===== src/design/dpll_pkg.sv =====
// Package for the dual synthesizer word decode and standby block.
// Assumes a single clk_sys domain; the reference clock arrives as a pin.
package dpll_pkg;

   // Frequency word field layout, most significant field first
   localparam int WORD_W      = 21;
   localparam int IDX_W       = 4;
   localparam int FB_W        = 7;
   localparam int ODIV_W      = 3;
   localparam int REFC_W      = 7;
   localparam int IDX_LSB     = 17;
   localparam int FB_LSB      = 10;
   localparam int ODIV_LSB    = 7;
   localparam int REFC_LSB    = 0;

   // Divide offsets applied to the programmed counts
   localparam logic [7:0] FB_OFFSET   = 8'h03;
   localparam logic [7:0] REFC_OFFSET = 8'h02;

   // Prescale factors chosen per frequency register
   localparam logic [2:0] PRESCALE_LO = 3'h2;
   localparam logic [2:0] PRESCALE_HI = 3'h4;

   // Index value that parks the video oscillator
   localparam logic [3:0] IDX_VIDEO_OFF = 4'hf;

   // Control word bit positions and reset
   localparam int CTRL_W              = 10;
   localparam int CTRL_MODE_SEL_BIT   = 9;
   localparam int CTRL_PRESCALE_REG0  = 0;
   localparam int CTRL_PRESCALE_REG1  = 1;
   localparam logic [9:0] CTRL_RESET  = 10'h020;

   // Standby divisor register
   localparam int SDIV_W              = 4;
   localparam logic [3:0] SDIV_RESET  = 4'h8;
   localparam logic [5:0] SDIV_BASE   = 6'h22;  // 34 - 2*value

   // Serial word address codes (3 bits)
   localparam int ADDR_W              = 3;
   localparam logic [2:0] ADDR_MEM    = 3'h3;
   localparam logic [2:0] ADDR_VIDEO  = 3'h0;
   localparam logic [2:0] ADDR_CTRL   = 3'h6;
   localparam logic [2:0] ADDR_SDIV   = 3'h4;
   localparam int SER_W               = 24;

   // Reset value of the frequency words
   localparam logic [20:0] WORD_RESET = 21'h000000;

   // Operating modes
   typedef enum logic [2:0] {
      DPLL_RUN    = 3'b001,
      DPLL_SLOW   = 3'b010,
      DPLL_HALT   = 3'b100
   } dpll_mode_t;

   // Decoded frequency word
   typedef struct packed {
      logic [3:0] index;
      logic [6:0] fb_count;
      logic [2:0] odiv_sel;
      logic [6:0] ref_count;
   } dpll_word_t;

   // Settings presented to one synthesizer
   typedef struct packed {
      logic [7:0] fb_div;
      logic [7:0] ref_div;
      logic [2:0] prescale;
      logic [7:0] out_div_log;
      logic       osc_enable;
   } dpll_synth_t;

endpackage


===== src/design/dpll_slow_div.sv =====
// Slow memory clock divider used in standby mode one.
// Assumes ref_tick is a one-cycle pulse per reference clock rising edge.
`timescale 1ns/100ps
module dpll_slow_div (
   // Clock and reset
   input  wire logic       clk_sys,
   input  wire logic       reset_n,
   // Control
   input  wire logic       enable,
   input  wire logic       ref_tick,
   input  wire logic [3:0] divisor_code,
   // Output
   output logic            slow_clk
);

   logic [5:0] half_cnt;
   logic [5:0] divisor;

   // Divisor 32 down to 4 in steps of two; code zero treated as one
   always_comb begin
      if (divisor_code == 4'h0) begin
         divisor = 6'h20;
      end else begin
         divisor = dpll_pkg::SDIV_BASE - {1'b0, divisor_code, 1'b0};
      end
   end

   // Toggle every half divisor; even divisors give 50% duty
   always_ff @(posedge clk_sys or negedge reset_n) begin
      if (!reset_n) begin
         half_cnt <= 6'h00;
         slow_clk <= 1'b0;
      end else if (!enable) begin
         half_cnt <= 6'h00;
         slow_clk <= 1'b0;
      end else if (ref_tick) begin
         if (half_cnt >= (divisor >> 1) - 6'h01) begin
            half_cnt <= 6'h00;
            slow_clk <= ~slow_clk;
         end else begin
            half_cnt <= half_cnt + 6'h01;
         end
      end
   end

endmodule // dpll_slow_div


===== src/design/dpll_word_standby.sv =====
// Frequency word decode and standby control for two synthesizers.
// Assumes the serial shifter outside delivers a full 24-bit word with a
// one-cycle load strobe; the reference clock and standby pin are pins.
`timescale 1ns/100ps
// Contract
// - Word is index 4, feedback 7, output select 3, reference 7, MSB first.
// - Feedback divide is field plus three; reference divide is field plus two.
// - Prescale two or four, chosen per frequency register by control bits.
// - Output divide is two to the power of the select field.
// - Video index all ones stops video oscillator, muxes memory oscillator.
// - Other index values are stored but otherwise have no effect.
// - Standby one stops oscillators, video high, slow memory clock runs.
// - Standby one memory clock is reference over 32 down to 4.
// - Standby two disables all outputs, stops reference, keeps registers.
// - Standby pin high again resumes normal clock generation.
// - Control bit nine selects which standby mode the pin invokes.
// - Load strobe stores the shifted word into the addressed register.
module dpll_word_standby (
   // Clock and reset
   input  wire logic               clk_sys,
   input  wire logic               reset_n,
   // Pins from outside
   input  wire logic               standby_request_n,
   input  wire logic               ref_clk_in,
   // Serial word load from the shifter
   input  wire logic               load_strobe,
   input  wire logic [23:0]        load_word,
   // Synthesizer settings
   output dpll_pkg::dpll_synth_t   mem_synth,
   output dpll_pkg::dpll_synth_t   video_synth,
   output logic                    video_from_mem,
   output logic                    ref_osc_enable,
   // Clock output controls
   output logic                    mem_clk_slow,
   output logic                    mem_use_slow,
   output logic                    mem_out_enable,
   output logic                    video_force_high,
   output logic                    video_out_enable,
   output dpll_pkg::dpll_mode_t    mode
);

   // Programmed registers, kept through both standby modes
   dpll_pkg::dpll_word_t  mem_word;
   dpll_pkg::dpll_word_t  video_word;
   logic [9:0]            control_word;
   logic [3:0]            standby_divisor;
   logic [1:0]            pd_sync;
   logic [1:0]            ref_sync;
   logic                  ref_prev;
   logic                  ref_tick;
   logic                  slow_clk;
   dpll_pkg::dpll_mode_t  next_mode;

   // Expand one word into synthesizer settings
   function automatic dpll_pkg::dpll_synth_t decode_word(
      input dpll_pkg::dpll_word_t w,
      input logic                 pre_hi,
      input logic                 osc_on);
      dpll_pkg::dpll_synth_t s;
      s.fb_div      = {1'b0, w.fb_count} + dpll_pkg::FB_OFFSET;
      s.ref_div     = {1'b0, w.ref_count} + dpll_pkg::REFC_OFFSET;
      s.prescale    = pre_hi ? dpll_pkg::PRESCALE_HI
                             : dpll_pkg::PRESCALE_LO;
      s.out_div_log = 8'h01 << w.odiv_sel;
      s.osc_enable  = osc_on;
      return s;
   endfunction

   // Only the all-ones index means anything; other values are just kept
   function automatic logic video_parked(
      input dpll_pkg::dpll_word_t w);
      return w.index == dpll_pkg::IDX_VIDEO_OFF;
   endfunction

   // Two-flop synchronisers for the pins
   // Standby sync resets high so no false standby follows reset
   always_ff @(posedge clk_sys or negedge reset_n) begin
      if (!reset_n) begin
         pd_sync  <= 2'h3;
         ref_sync <= 2'h0;
         ref_prev <= 1'b0;
      end else begin
         pd_sync  <= {pd_sync[0], standby_request_n};
         ref_sync <= {ref_sync[0], ref_clk_in};
         ref_prev <= ref_sync[1];
      end
   end

   // Reference rising edge as an enable pulse
   assign ref_tick = ref_sync[1] & ~ref_prev;

   // Register loads; contents survive every standby mode
   always_ff @(posedge clk_sys or negedge reset_n) begin
      if (!reset_n) begin
         mem_word        <= dpll_pkg::WORD_RESET;
         video_word      <= dpll_pkg::WORD_RESET;
         control_word    <= dpll_pkg::CTRL_RESET;
         standby_divisor <= dpll_pkg::SDIV_RESET;
      end else if (load_strobe) begin
         case (load_word[2:0])
            dpll_pkg::ADDR_MEM:   mem_word   <= load_word[23:3];
            dpll_pkg::ADDR_VIDEO: video_word <= load_word[23:3];
            dpll_pkg::ADDR_CTRL:  control_word <= load_word[12:3];
            dpll_pkg::ADDR_SDIV:  standby_divisor <= load_word[6:3];
            default: begin
            end
         endcase
      end
   end

   // Mode follows the pin; control bit nine picks the standby flavour
   // Pin and select decoded together so every pair has one outcome
   always_comb begin
      next_mode = dpll_pkg::DPLL_RUN;
      case ({pd_sync[1], control_word[dpll_pkg::CTRL_MODE_SEL_BIT]})
         2'h0: begin
            next_mode = dpll_pkg::DPLL_SLOW;
         end
         2'h1: begin
            next_mode = dpll_pkg::DPLL_HALT;
         end
         2'h2, 2'h3: begin
            next_mode = dpll_pkg::DPLL_RUN;
         end
         default: begin
            next_mode = dpll_pkg::DPLL_RUN;
         end
      endcase
   end

   // Mode register; a stray code falls back to running clocks
   always_ff @(posedge clk_sys or negedge reset_n) begin
      if (!reset_n) begin
         mode <= dpll_pkg::DPLL_RUN;
      end else begin
         case (next_mode)
            dpll_pkg::DPLL_RUN, dpll_pkg::DPLL_SLOW,
            dpll_pkg::DPLL_HALT: begin
               mode <= next_mode;
            end
            default: begin
               mode <= dpll_pkg::DPLL_RUN;
            end
         endcase
      end
   end

   // Memory synthesizer; its oscillator stops in either standby mode
   always_ff @(posedge clk_sys or negedge reset_n) begin
      if (!reset_n) begin
         mem_synth <= '0;
      end else begin
         mem_synth <= decode_word(mem_word,
            control_word[dpll_pkg::CTRL_PRESCALE_REG1],
            next_mode == dpll_pkg::DPLL_RUN);
      end
   end

   // Video synthesizer; a parked index clears only osc_enable, all dividers still decoded; its output divider,
   // which is then fed from the memory oscillator instead
   always_ff @(posedge clk_sys or negedge reset_n) begin
      if (!reset_n) begin
         video_synth    <= '0;
         video_from_mem <= 1'b0;
      end else begin
         video_synth <= decode_word(video_word,
            control_word[dpll_pkg::CTRL_PRESCALE_REG0],
            next_mode == dpll_pkg::DPLL_RUN
            && !video_parked(video_word));
         video_from_mem <= video_parked(video_word);
      end
   end

   // Halt gates every output and the reference oscillator; registers
   // are untouched so clocks come back at their programmed rates
   always_ff @(posedge clk_sys or negedge reset_n) begin
      if (!reset_n) begin
         ref_osc_enable   <= 1'b1;
         mem_out_enable   <= 1'b1;
         video_out_enable <= 1'b1;
      end else begin
         ref_osc_enable   <= next_mode != dpll_pkg::DPLL_HALT;
         mem_out_enable   <= next_mode != dpll_pkg::DPLL_HALT;
         video_out_enable <= next_mode != dpll_pkg::DPLL_HALT;
      end
   end

   // Standby one: memory output takes the slow clock, video held high
   always_ff @(posedge clk_sys or negedge reset_n) begin
      if (!reset_n) begin
         mem_use_slow     <= 1'b0;
         video_force_high <= 1'b0;
      end else begin
         mem_use_slow     <= next_mode == dpll_pkg::DPLL_SLOW;
         video_force_high <= next_mode == dpll_pkg::DPLL_SLOW;
      end
   end

   // Slow clock level re-registered so the port comes from a flop
   always_ff @(posedge clk_sys or negedge reset_n) begin
      if (!reset_n) begin
         mem_clk_slow <= 1'b0;
      end else begin
         mem_clk_slow <= slow_clk;
      end
   end

   // Slow refresh clock, gated off outside standby one; it restarts
   // low on entry so the first slow period is a whole one
   dpll_slow_div dpll_slow_div_inst (
      .clk_sys      (clk_sys),
      .reset_n      (reset_n),
      .enable       (mode == dpll_pkg::DPLL_SLOW),
      .ref_tick     (ref_tick),
      .divisor_code (standby_divisor),
      .slow_clk     (slow_clk)
   );

endmodule // dpll_word_standby


===== config.mk =====
export PLATFORM = sky130hd
export DESIGN_NAME = dpll_word_standby
export DESIGN_NICKNAME = d
export VERILOG_FILES = /design/src/design/dpll_pkg.sv /design/src/design/dpll_slow_div.sv /design/src/design/dpll_word_standby.sv
export SDC_FILE = /design/constraint.sdc
export NUM_CORES = 1
export LEC_CHECK = 0
export ABC_AREA = 0
export BUFFER_PORTS_ARGS = -buffer_cell sky130_fd_sc_hd__buf_2
export CAP_MARGIN = 5
export CORE_MARGIN = 2
export CORE_UTILIZATION = 40
export DETAILED_ROUTE_END_ITERATION = 12
export SLEW_MARGIN = 30
export SYNTH_ARGS = -nofsm -noshare
export SYNTH_HDL_FRONTEND = slang
export SYNTH_SLANG_ARGS = --single-unit
export TNS_END_PERCENT = 50

===== constraint.sdc =====
create_clock -name clk_sys -period 2.4 [get_ports clk_sys]
set_input_delay 0.24 -clock clk_sys [delete_from_list [all_inputs] [get_ports clk_sys]]
set_output_delay 0.24 -clock clk_sys [all_outputs]
set_load 0.005 [all_outputs]

==> results of run 1 <==
==> worst register-to-register path: cells and delay by family (launching register included) <==
family                     cells  cell delay, ns
and+or+nand+nor                3            0.47
adders and majority gates      2            0.53
muxes                          1            0.21
DFF                            1            0.39
xor gates and xnor gates       1            0.12
buffers and inverters          1            0.08
AOI/OAI and AO/OA              3            0.49
==> flip-flops by register name (all words and copies together), names as in the netlist, 2 cells and up <==
signal	cells
video_synth	27
video_word	21
mem_word	17
mode	3
ref_sync	2
standby_divisor	4
control_word	3
mem_synth	27
pd_sync	2
dpll_slow_div_inst.half_cnt	6
==> metal layers <==
metal / wire (µm) / part of all wire [%] / track usage, % / up-vias
li1: - / - / - / 1394
met1: 3970 / 44 / 18.7 / 1461
met2: 4300 / 47 / 23.6 / 97
met3: 726 / 8.0 / 7.13 / 14
met4: 116 / 1.3 / 7.15 / 0
met5: 0 / 0 / 0 / -
==> stage by stage <==
step	util, %	setup WS (ns)	cells	setup TNS, ns
2_1_floorplan	-	0.0445	343	0
3_3_place_gp	46.2	0.0799	570	0
3_5_place_dp	46.2	-0.0238	570	-0.0238
4_1_cts	51.8	0.00692	604	0
5_1_grt	52.1	-0.108	605	-0.355
6_report	52.1	0.0398	605	0
==> report_power, final <==
part	switching, W	internal, W	total, W
combinational	0.000498	0.000583	0.00108
clock	0.000834	0.00175	0.00259
sequential	0.000268	0.00238	0.00265
total	0.00160	0.00472	0.00632
==> kinds of logic (layout without fill, tap and decap cells) <==
group | after synthesis | in the layout | share of synthesized area, %
other cells | 1 | 2 | 0.0803
flops | 117 | 117 | 62.8
mux | 42 | 42 | 10.1
buf+inv | 28 | 147 | 3.62
fa+ha+maj | 11 | 11 | 2.95
compound gates | 33 | 33 | 4.69
xor+xnor | 22 | 22 | 4.13
simple gates | 88 | 88 | 11.7
==> area by class of cell <==
cell class              instances  area, µm²  share of cell area, %
clock buffers                  22        454                   7.64
clock inverters                 9        153                   2.57
inverters                      14       52.6                  0.883
multi-input cells             198       1620                   27.2
flip-flops and latches        117       2930                   49.3
well taps                     143        179                   3.01
repair buffers                102        558                   9.38
==> synthesized netlist by cell type, types with 2 or more instances <==
library cell                instances  area (µm²)
sky130_fd_sc_hd__a211o_1            2        17.5
sky130_fd_sc_hd__a211oi_1           2        15.0
sky130_fd_sc_hd__a21oi_1            4        20.0
sky130_fd_sc_hd__and3_1             7        43.8
sky130_fd_sc_hd__and3b_1            4        35.0
sky130_fd_sc_hd__buf_4              7        52.6
sky130_fd_sc_hd__buf_6              5        56.3
sky130_fd_sc_hd__clkbuf_1           2        7.51
sky130_fd_sc_hd__dfrtp_1          112        2800
sky130_fd_sc_hd__dfstp_2            5         131
sky130_fd_sc_hd__ha_1              11         138
sky130_fd_sc_hd__inv_1             14        52.6
sky130_fd_sc_hd__mux2_2            39         439
sky130_fd_sc_hd__mux2i_1            2        20.0
sky130_fd_sc_hd__nand2_1           21        78.8
sky130_fd_sc_hd__nand2b_1           4        25.0
sky130_fd_sc_hd__nand3_1           10        50.1
sky130_fd_sc_hd__nor2_1            10        37.5
sky130_fd_sc_hd__nor2b_1            4        25.0
sky130_fd_sc_hd__nor3_1             6        30.0
sky130_fd_sc_hd__nor3b_1            7        52.6
sky130_fd_sc_hd__o2111ai_1          2        17.5
sky130_fd_sc_hd__o211ai_1           2        15.0
sky130_fd_sc_hd__o21ai_0           12        60.1
sky130_fd_sc_hd__o21ai_1            3        15.0
sky130_fd_sc_hd__or3b_2             2        17.5
sky130_fd_sc_hd__xnor2_1           15         131
sky130_fd_sc_hd__xor2_1             7        61.3
==> repair_timing <==
action | in CTS | in global routing
pin swaps | 2 | 8
gates cloned | 0 | 0
endpoints found under the setup margin | 5 | 7
hold endpoints to repair | 50 | 0
resized for setup | 1 | 8
buffers inserted | 0 | 1
hold buffers | 3 | 0
==> path summary, 6_finish.rpt <==
kind | to | cells after the start | start | slack (ns)
worst max-delay path | dpll_slow_div_inst.slow_clk | 11 | standby_divisor[2] | 0.04
min in group asynchronous | video_word[6] | 2 | reset_n | 0.41
worst min-delay path | video_word[11] | 3 | load_word[14] | 0.07
worst min register to register | ref_sync[1] | 0 | ref_sync[0] | 0.35
max in group asynchronous | video_word[19] | 3 | reset_n | 1.27
worst max register to register | dpll_slow_div_inst.slow_clk | 11 | standby_divisor[2] | 0.04
==> summary.md, run 1 <==
| Metric | Value |
|---|---|
| Status | `completed` |
| First-pass GRT wire length | `14800 µm` |
| Summed instance area of the synthesized netlist | `4670 µm²` |
| TritonCTS clock tree | `done` |
| Part of the cycle the worst path needs | `98.3%` |
| Detailed Route Iter0 Violations | `133` |
| Slew @ Worst Pin | `0.700 ns` |
| Number of pins with negative max-slew slack in the final report | `0` |
| Final critical delay including setup and external delays | `2.36 ns` |
| Max-cap viol count | `0` |
| Leakage power figure | `2.86 nW` |
| Final hold violations | `0` |
| Crit path buffers/inverters | `1` |
| Count of mapped cells out of synthesis | `342` |
| Post-detailed-route count of antenna-violating nets | `0` |
| Vias per cell | `4.90` |
| Power Dens Cells | `1060 nW/µm²` |
| Buffers added on ports | `92` |
| CP Max Fanout | `8` |
| Number of antenna violations at the first check in global routing | `0` |
| Required time of the worst setup path | `2.73 ns` |
| Worst vdd ir | `0.000738 V` |
| Cell chain of the critical path | `inv_2 -> ha_4 -> nand2b_4 -> xnor2_1 -> o21ai_1 -> nand3_1 -> ha_1 -> o211ai_1 -> o21a_2 -> nor3_4 -> mux2i_1` |
| H-tree depth | `4` |
| Commonest cells after routing, fill and taps aside | `sky130_fd_sc_hd__dfrtp_1, sky130_fd_sc_hd__buf_2, sky130_fd_sc_hd__mux2_2` |
| Post-synth top flop | `sky130_fd_sc_hd__dfrtp_1` |
| Critical setup path kind | `flop to flop` |
| Number of clock sinks | `117` |
| Slowest cell on crit path | `sky130_fd_sc_hd__dfrtp_1` |
| Most frequent standard cell in the layout excluding fill and tap cells | `sky130_fd_sc_hd__dfrtp_1` |
| Core ar. | `11400 µm²` |
| Largest net degree at the start of global routing | `56` |
| Path category of the worst min-delay check | `primary input to flop` |
| Netlist cell types | `49` |
| Number of vias in the routed layout | `2966` |
| Sort of element at the end of the critical path | `flop` |
| Ant diodes | `0` |
| Total half-perimeter wirelength after legalization and detailed placement | `6170 µm` |
| Number of rows created at floorplan | `39` |
| Die outline width | `112 µm` |
| Register clock-pin slew on the reported worst setup and hold paths | `0.05 ns` |
| Yosys synthesis warning count | `0` |
| Data arrival time of the worst path | `2.69 ns` |
| Post-route clock skew | `0.00359 ns` |
| Startpoint type of the worst setup path | `flop` |
| Die ar. | `12600 µm²` |
| Maximum clock insertion buffer count | `2` |
| Routed len/inst | `15.1 µm` |
| Setup repair after global routing missed its margin | `yes` |
| Final Routed Wirelength | `9110 µm` |
| Family with the most delay on the worst path | `adder cells` |
| Global router's overall resource usage | `15.4%` |
| Cell area after layout | `5950 µm²` |
| Weighted congestion reported at the end of routability-driven placement | `0.804` |
| Vertical die dimension | `112 µm` |
| Post-placement cell area | `5270 µm²` |
| Normalized max-slew margin | `53.4%` |
| Area growth from synthesis to layout | `27.4%` |
| Async SR Flop Fraction | `100%` |
| Number of global-route vias before repair | `3015` |
| DR DRC count | `0` |
| Overflow after GRT | `0` |
| Tot Pwr | `0.00632 W` |
| Final-layout worst hold slack | `0.0664 ns` |
| Number of enable-type register cells in the synthesized netlist | `0` |
| Filler instances | `1015` |
| Portion of the post-synthesis area used by sequential elements | `62.8%` |
| Maximum cell stage delay along the critical path | `0.39 ns` |
| Total Nets Final | `490` |
| Library cell used as clock root buffer | `sky130_fd_sc_hd__clkbuf_16` |
| Initial standard-cell utilization of the core | `40.9%` |
| Number of buffers inserted during clock tree synthesis | `17` |
| Pre-Repair DR Iteration Count | `4` |
| Avg Cell Area, Syn | `13.7 µm²` |
| Max frequency | `424 MHz` |
| Clock network latency to the later pin of the worst-skew pair | `0.41 ns` |
| Fraction of layout cells with a size suffix above 1 | `41.3%` |
| Setup violation total in the final timing report | `0` |
| I/O pin count | `95` |
| Number of storage elements in the synthesis netlist | `117` |
No activity file was read; power rests on OpenSTA's default activity.
==> run 2, diff against run 1 <==
--- a/config.mk
+++ b/config.mk
@@ -11,6 +11,7 @@
 export CORE_MARGIN = 2
 export CORE_UTILIZATION = 40
 export DETAILED_ROUTE_END_ITERATION = 12
+export PLACE_DENSITY = 0.62
 export SLEW_MARGIN = 30
 export SYNTH_ARGS = -nofsm -noshare
 export SYNTH_HDL_FRONTEND = slang
==> run 2 against run 1 <==
Against the previous run:
- die area unchanged
- the flow now finishes with violations (setup timing)
- sequential share of layout area is 0.19 points lower
- first-iteration DRC count is 16% higher
- clock skew is 0.0020 ns higher
- non-clock buffer count grew 5
- register-to-register slack got worse by 0.07 ns
- clock-buffer cell count decreased by 2
==> summary.md, run 2 (synthesized netlist as in run 1, its figures left out) <==
| Metric | Value |
|---|---|
| Status | `complete, but fails checks` |
| Violations in the final reports | `setup timing` |
| Max-cap viol count | `0 (unchanged)` |
| Initial standard-cell utilization of the core | `40.9% (unchanged)` |
| Normalized max-slew margin | `59.6% (+6.2 points)` |
| Ant diodes | `0 (unchanged)` |
| Pre-Repair DR Iteration Count | `4 (unchanged)` |
| Overflow after GRT | `0 (unchanged)` |
| Register clock-pin slew on the reported worst setup and hold paths | `0.06 ns (about the same)` |
| Slowest cell on crit path | `sky130_fd_sc_hd__dfrtp_1` |
| Final critical delay including setup and external delays | `2.43 ns (+0.0665 ns)` |
| Weighted congestion reported at the end of routability-driven placement | `0.829 (+3.2%)` |
| Slew @ Worst Pin | `0.604 ns (-0.0959 ns)` |
| Leakage power figure | `2.87 nW (+0.33%)` |
| Die outline width | `112 µm (unchanged)` |
| Part of the power in combinational logic | `18.2% (+1.1 points)` |
| Post-route clock skew | `0.00562 ns (+0.00203 ns)` |
| Switching power | `0.00165 W (+3.4%)` |
| Total half-perimeter wirelength after legalization and detailed placement | `6230 µm (+1.0%)` |
| Cell chain of the critical path | `inv_2 -> ha_4 -> nor3_1 -> a211o_1 -> nand3_2 -> nand2_2 -> ha_4 -> a211oi_2 -> o311a_4 -> nor3_4 -> buf_4 -> nor3_1` |
| Top flop regs | `mem_synth (27), video_synth (27), video_word (21)` |
| Critical setup path kind | `flop to flop` |
| Number of vias in the routed layout | `3003 (+1.2%)` |
| Number of pins with negative max-slew slack in the final report | `0 (unchanged)` |
| Startpoint type of the worst setup path | `flop` |
| Vertical die dimension | `112 µm (unchanged)` |
| Total Nets Final | `495 (+1.0%)` |
| Global router's overall resource usage | `15.5% (+0.030 points)` |
| Number of global-route vias before repair | `2976 (-1.3%)` |
| Part of the cycle the worst path needs | `101% (+2.8 points)` |
| Number of clock sinks | `117 (unchanged)` |
| Maximum cell stage delay along the critical path | `0.37 ns (-0.02 ns)` |
| I/O pin count | `95 (unchanged)` |
| Routed len/inst | `14.9 µm (-1.1%)` |
| Number of placed instances, taps included | `571 (+0.18%)` |
| Net switching fraction of the power | `26.7% (+1.4 points)` |
| DR DRC count | `0 (unchanged)` |
| Most frequent standard cell in the layout excluding fill and tap cells | `sky130_fd_sc_hd__dfrtp_1` |
| Power Dens Cells | `1040 nW/µm² (-2.3%)` |
| Relative contribution of the clock network to total power | `39.1% (-1.8 points)` |
| Non-filler cells, final | `611 (+0.99%)` |
| Area growth from synthesis to layout | `27.8%` |
| Die ar. | `12600 µm² (unchanged)` |
| Total Neg Setup Slack | `-0.0267 ns (-0.0267 ns)` |
| Max frequency | `412 MHz (-2.7%)` |
| Post-detailed-route count of antenna-violating nets | `0 (unchanged)` |
| Internal power | `0.00454 W (-3.7%)` |
| Path category of the worst min-delay check | `primary input to flop` |
| CP Max Fanout | `8 (unchanged)` |
| Final hold violations | `0 (unchanged)` |
| Largest net degree at the start of global routing | `48 (-14%)` |
| Sort of element at the end of the critical path | `flop` |
| Post-layout utilization of the core | `52.3% (+0.20 points)` |
| Final Routed Wirelength | `9100 µm (-0.13%)` |
| Vias per cell | `4.91 (+0.25%)` |
| Register share of total power | `42.7% (+0.7 points)` |
| Required time of the worst setup path | `2.71 ns (-0.02 ns)` |
| TritonCTS clock tree | `done` |
| Number of buffers inserted during clock tree synthesis | `17 (unchanged)` |
| Commonest cells after routing, fill and taps aside | `sky130_fd_sc_hd__dfrtp_1, sky130_fd_sc_hd__buf_2, sky130_fd_sc_hd__mux2_2` |
| Number of rows created at floorplan | `39 (unchanged)` |
| Clock network latency to the later pin of the worst-skew pair | `0.40 ns (about the same)` |
| Final-layout worst hold slack | `0.0532 ns (-0.0132 ns)` |
| Library cell used as clock root buffer | `sky130_fd_sc_hd__clkbuf_16` |
| Buffers added on ports | `92 (unchanged)` |
| Detailed Route Iter0 Violations | `154 (+16%)` |
| Number of antenna violations at the first check in global routing | `0 (unchanged)` |
| Worst vdd ir | `0.000522 V (-29%)` |
| Fraction of layout cells with a size suffix above 1 | `42.9% (+1.6 points)` |
| Minimum setup slack in the final design | `-0.0267 ns (-0.0665 ns)` |
| H-tree depth | `4 (unchanged)` |
| First-pass GRT wire length | `15000 µm (+1.0%)` |
| Setup violation total in the final timing report | `1 (+1)` |
| Data arrival time of the worst path | `2.74 ns (+0.05 ns)` |
| Maximum clock insertion buffer count | `2 (unchanged)` |
| Setup repair after global routing missed its margin | `yes` |
| Core ar. | `11400 µm² (unchanged)` |
==> run 2: cell count changes in the layout (fill, tap and decap cells not counted), sizes merged <==
cell      previous run  this run
buf                 99       104
bufinv               4         2
clkbuf              22        20
clkinv               5         7
clkinvlp             0         2
inv                 14        15
==> run 2: power groups by stage <==
stage / combinational (W) / clock (W) / sequential (W)
2_1_floorplan: 0.000613 / 0 / 0.00265
3_3_place_gp: 0.00101 / 0 / 0.00267
6_report: 0.00113 / 0.00242 / 0.00265
4_1_cts: 0.00107 / 0.00248 / 0.00265
5_1_grt: 0.00125 / 0.00258 / 0.00271
3_5_place_dp: 0.00105 / 0 / 0.00268
==> run 2: final timing paths <==
check | start | end | slack, ns | cells past startpoint
setup / recovery | standby_divisor[2] | dpll_slow_div_inst.half_cnt[3] | -0.03 | 12
hold / removal | load_word[14] | video_word[11] | 0.05 | 3
setup reg to reg | standby_divisor[2] | dpll_slow_div_inst.half_cnt[3] | -0.03 | 12
hold reg to reg | ref_sync[0] | ref_sync[1] | 0.35 | 0
max in group asynchronous | reset_n | pd_sync[1] | 1.38 | 3
min in group asynchronous | reset_n | mem_synth[17] | 0.34 | 2
==> run 2: through the flow <==
step	setup slack (ns)	power, W	area, µm²
after floorplan	0.0445	0.00326	4690
after global placement	0.0813	0.00367	5280
after detailed placement	-0.0407	0.00372	5280
after CTS	0.00117	0.00620	5900
after global routing	-0.170	0.00654	5970
final	-0.0267	0.00620	5970
==> run 2: per-layer routing <==
metal	GRT usage, %	wire, µm
met1	19.7	3890
met2	23.1	4430
met3	6.59	642
met4	7.07	141
met5	0	0
==> run 2: layout make-up <==
type                            count  area, µm²
Clock buffer                       20        447
Clock inverter                     12        130
Fill cell                        1011       5450
Inverter                           14       52.6
Multi-Input combinational cell    198       1630
Sequential cell                   117       2930
Tap cell                          143        179
Timing Repair Buffer              107        596
==> run 2: timing repair <==
action	4_1_cts	5_1_grt
resized for setup	5	8
pin swaps	3	9
hold endpoints to repair	32	0
hold buffers	3	0
endpoints found under the setup margin	7	7
buffers inserted	0	5
==> run 2: worst max-delay path, delay by kind of cell (launching register included) <==
kind            cells  cell delay (ns)
compound gates      3             0.80
fa+ha+maj           2             0.54
simple gates        5             0.44
flops               1             0.37
buf+inv             2             0.19
==> run 3, diff against run 2 <==
--- a/config.mk
+++ b/config.mk
@@ -10,7 +10,9 @@
 export CAP_MARGIN = 5
 export CORE_MARGIN = 2
 export CORE_UTILIZATION = 40
+export CTS_CLUSTER_DIAMETER = 200
 export DETAILED_ROUTE_END_ITERATION = 12
+export HOLD_SLACK_MARGIN = 0.15
 export PLACE_DENSITY = 0.62
 export SLEW_MARGIN = 30
 export SYNTH_ARGS = -nofsm -noshare
==> run 3 against run 2 <==
Against the previous run:
- the flow still finishes with violations (setup timing)
- sequential cell count is the same
- core utilization grew 1.8 points
- clock power is essentially flat
- setup slack lost 0.0012 ns
- fmax is essentially flat
- non-clock buffer count grew 21
- via count grew 2.4%
- clock-buffer cell count is the same
- hold slack gained 0.28 ns
- sequential share of layout area shrank 1.7 points
- largest cell class unchanged
- highest routed layer unchanged
==> summary.md, run 3 (synthesized netlist as in run 1, its figures left out) <==
| Metric | Value |
|---|---|
| Status | `complete, but fails checks` |
| Violations in the final reports | `setup timing` |
| Max frequency | `412 MHz (about the same)` |
| TritonCTS clock tree | `done` |
| Pre-Repair DR Iteration Count | `4 (unchanged)` |
| Slew @ Worst Pin | `0.599 ns (-0.00473 ns)` |
| Net switching fraction of the power | `26.6% (-0.060 points)` |
| Register clock-pin slew on the reported worst setup and hold paths | `0.05 ns (about the same)` |
| Critical setup path kind | `flop to flop` |
| CP Max Fanout | `8 (unchanged)` |
| Relative contribution of the clock network to total power | `38.9% (-0.2 points)` |
| Number of buffers inserted during clock tree synthesis | `17 (unchanged)` |
| Top flop regs | `mem_synth (27), video_synth (27), video_word (21)` |
| Area growth from synthesis to layout | `32.3%` |
| Path category of the worst min-delay check | `primary input to asynchronous set/reset pin` |
| Worst-case reg-to-reg path depth | `12 (unchanged)` |
| Part of the cycle the worst path needs | `101% (about the same)` |
| Post-detailed-route count of antenna-violating nets | `0 (unchanged)` |
| Post-layout utilization of the core | `54.1% (+1.8 points)` |
| Normalized max-slew margin | `59.9% (+0.32 points)` |
| Clock network latency to the later pin of the worst-skew pair | `0.40 ns (about the same)` |
| Beginning of the worst register-to-register path | `standby_divisor[2]` |
| Fraction of layout cells with a size suffix above 1 | `41.1% (-1.8 points)` |
| Cell area after layout | `6180 µm² (+3.5%)` |
| I/O pin count | `95 (unchanged)` |
| Overflow after GRT | `0 (unchanged)` |
| Post-placement cell area | `5280 µm² (unchanged)` |
| Number of vias in the routed layout | `3074 (+2.4%)` |
| First-pass GRT wire length | `15200 µm (+1.6%)` |
| Final Routed Wirelength | `9280 µm (+2.0%)` |
| Post-route clock skew | `0.00590 ns (+0.000279 ns)` |
| Switching power | `0.00166 W (+0.18%)` |
| Global router's overall resource usage | `15.7% (+0.21 points)` |
| Leakage power figure | `2.96 nW (+3.1%)` |
| Die outline width | `112 µm (unchanged)` |
| Final hold violations | `0 (unchanged)` |
| Sort of element at the end of the critical path | `flop` |
| Slack of the worst reg-to-reg path | `-0.03 ns (about the same)` |
| Vertical die dimension | `112 µm (unchanged)` |
| Setup violation total in the final timing report | `2 (+1)` |
| Commonest cells after routing, fill and taps aside | `sky130_fd_sc_hd__dfrtp_1, sky130_fd_sc_hd__buf_2, sky130_fd_sc_hd__mux2_2` |
| Die ar. | `12600 µm² (unchanged)` |
| Library cell used as clock root buffer | `sky130_fd_sc_hd__clkbuf_16` |
| Power Dens Cells | `1010 nW/µm² (-3.0%)` |
| Number of global-route vias before repair | `3056 (+2.7%)` |
| Setup repair after global routing missed its margin | `yes` |
| Data arrival time of the worst path | `2.74 ns (about the same)` |
| Register share of total power | `42.6% (about the same)` |
| Vias per cell | `4.86 (-1.0%)` |
| Total Nets Final | `516 (+4.2%)` |
| Max-cap viol count | `0 (unchanged)` |
| H-tree depth | `4 (unchanged)` |
| Internal power | `0.00457 W (+0.49%)` |
| Minimum setup slack in the final design | `-0.0278 ns (-0.00115 ns)` |
| Tot Pwr | `0.00622 W (+0.41%)` |
| DR DRC count | `0 (unchanged)` |
| Setup Slack @ Placement | `-0.0407 ns (unchanged)` |
| Worst vdd ir | `0.000530 V (+1.4%)` |
| Routed len/inst | `14.7 µm (-1.3%)` |
| Buffers added on ports | `92 (unchanged)` |
| Most frequent standard cell in the layout excluding fill and tap cells | `sky130_fd_sc_hd__dfrtp_1` |
| Number of clock sinks | `117 (unchanged)` |
| Part of the power in combinational logic | `18.5% (+0.3 points)` |
| Total half-perimeter wirelength after legalization and detailed placement | `6230 µm (unchanged)` |
| Ant diodes | `0 (unchanged)` |
| Startpoint type of the worst setup path | `flop` |
| Initial standard-cell utilization of the core | `40.9% (unchanged)` |
| Detailed Route Iter0 Violations | `133 (-14%)` |
| Core ar. | `11400 µm² (unchanged)` |
| Largest net degree at the start of global routing | `48 (unchanged)` |
| Final critical delay including setup and external delays | `2.43 ns (+0.00115 ns)` |
| Required time of the worst setup path | `2.71 ns (about the same)` |
| Weighted congestion reported at the end of routability-driven placement | `0.829 (unchanged)` |
| Number of antenna violations at the first check in global routing | `0 (unchanged)` |
| Maximum clock insertion buffer count | `2 (unchanged)` |
| Worst r2r dst | `dpll_slow_div_inst.half_cnt[3]` |
| Number of rows created at floorplan | `39 (unchanged)` |
| Number of pins with negative max-slew slack in the final report | `0 (unchanged)` |
run 3: changes by cell type in the layout (fill, tap and decap cells not counted), sizes merged:
cell / before / now
dlygate4sd3: 3 / 24
run 3: stage by stage:
stage / hold WS, ns / instances / setup TNS, ns
finish: 0.338 / 632 / -0.0287
CTS: 0.340 / 627 / 0
floorplan: -0.0556 / 343 / 0
detailed placement: 0.221 / 571 / -0.114
global placement: 0.218 / 571 / 0
global route: 0.356 / 632 / -0.808
run 3: power by group through the flow:
stage / Sequential (W) / Combinational (W) / Clock [W]
6_report: 0.00265 / 0.00115 / 0.00242
2_1_floorplan: 0.00265 / 0.000613 / 0
5_1_grt: 0.00271 / 0.00128 / 0.00258
3_3_place_gp: 0.00267 / 0.00101 / 0
4_1_cts: 0.00265 / 0.00110 / 0.00248
3_5_place_dp: 0.00268 / 0.00105 / 0
run 3: worst max-delay path, stage by stage (launching register included):
cell	delay [ns]
sky130_fd_sc_hd__dfrtp_1	0.37
sky130_fd_sc_hd__inv_2	0.06
sky130_fd_sc_hd__ha_4	0.31
sky130_fd_sc_hd__nor3_1	0.06
sky130_fd_sc_hd__a211o_1	0.28
sky130_fd_sc_hd__nand3_2	0.09
sky130_fd_sc_hd__nand2_2	0.07
sky130_fd_sc_hd__ha_4	0.23
sky130_fd_sc_hd__a211oi_2	0.25
sky130_fd_sc_hd__o311a_4	0.27
sky130_fd_sc_hd__nor3_4	0.06
sky130_fd_sc_hd__buf_4	0.13
sky130_fd_sc_hd__nor3_1	0.16
run 3: worst max-delay path by stage:
stage	startpoint	slack, ns	to
after floorplan	standby_divisor[1]	0.04	dpll_slow_div_inst.slow_clk
after global placement	standby_divisor[2]	0.08	dpll_slow_div_inst.half_cnt[2]
after detailed placement	standby_divisor[2]	-0.04	dpll_slow_div_inst.slow_clk
after CTS	standby_divisor[2]	0.001	dpll_slow_div_inst.slow_clk
after global routing	standby_divisor[2]	-0.17	dpll_slow_div_inst.half_cnt[5]
final	standby_divisor[2]	-0.03	dpll_slow_div_inst.half_cnt[3]
run 3: timing repair:
action                                  CTS  global route
endpoints found under the setup margin    7             7
hold buffers                             24             0
hold endpoints to repair                 77             0
setup buffers                             0             5
resized for setup                         5             8
pin swaps                                 3             9
run 3: layout make-up:
cell class              count  area [µm²]
flip-flops and latches    117        2930
well taps                 143         179
repair buffers            128         806
multi-input cells         198        1630
clock buffers              20         447
inverters                  14        52.6
fillers                   983        5240
clock inverters            12         130
run 3: layer usage:
metal,up-vias,track usage [%],wire [µm]
met5,-,0,0
li1,1454,-,-
met2,82,24.0,4580
met4,0,7.07,140
met1,1525,19.8,3970
met3,13,6.21,593
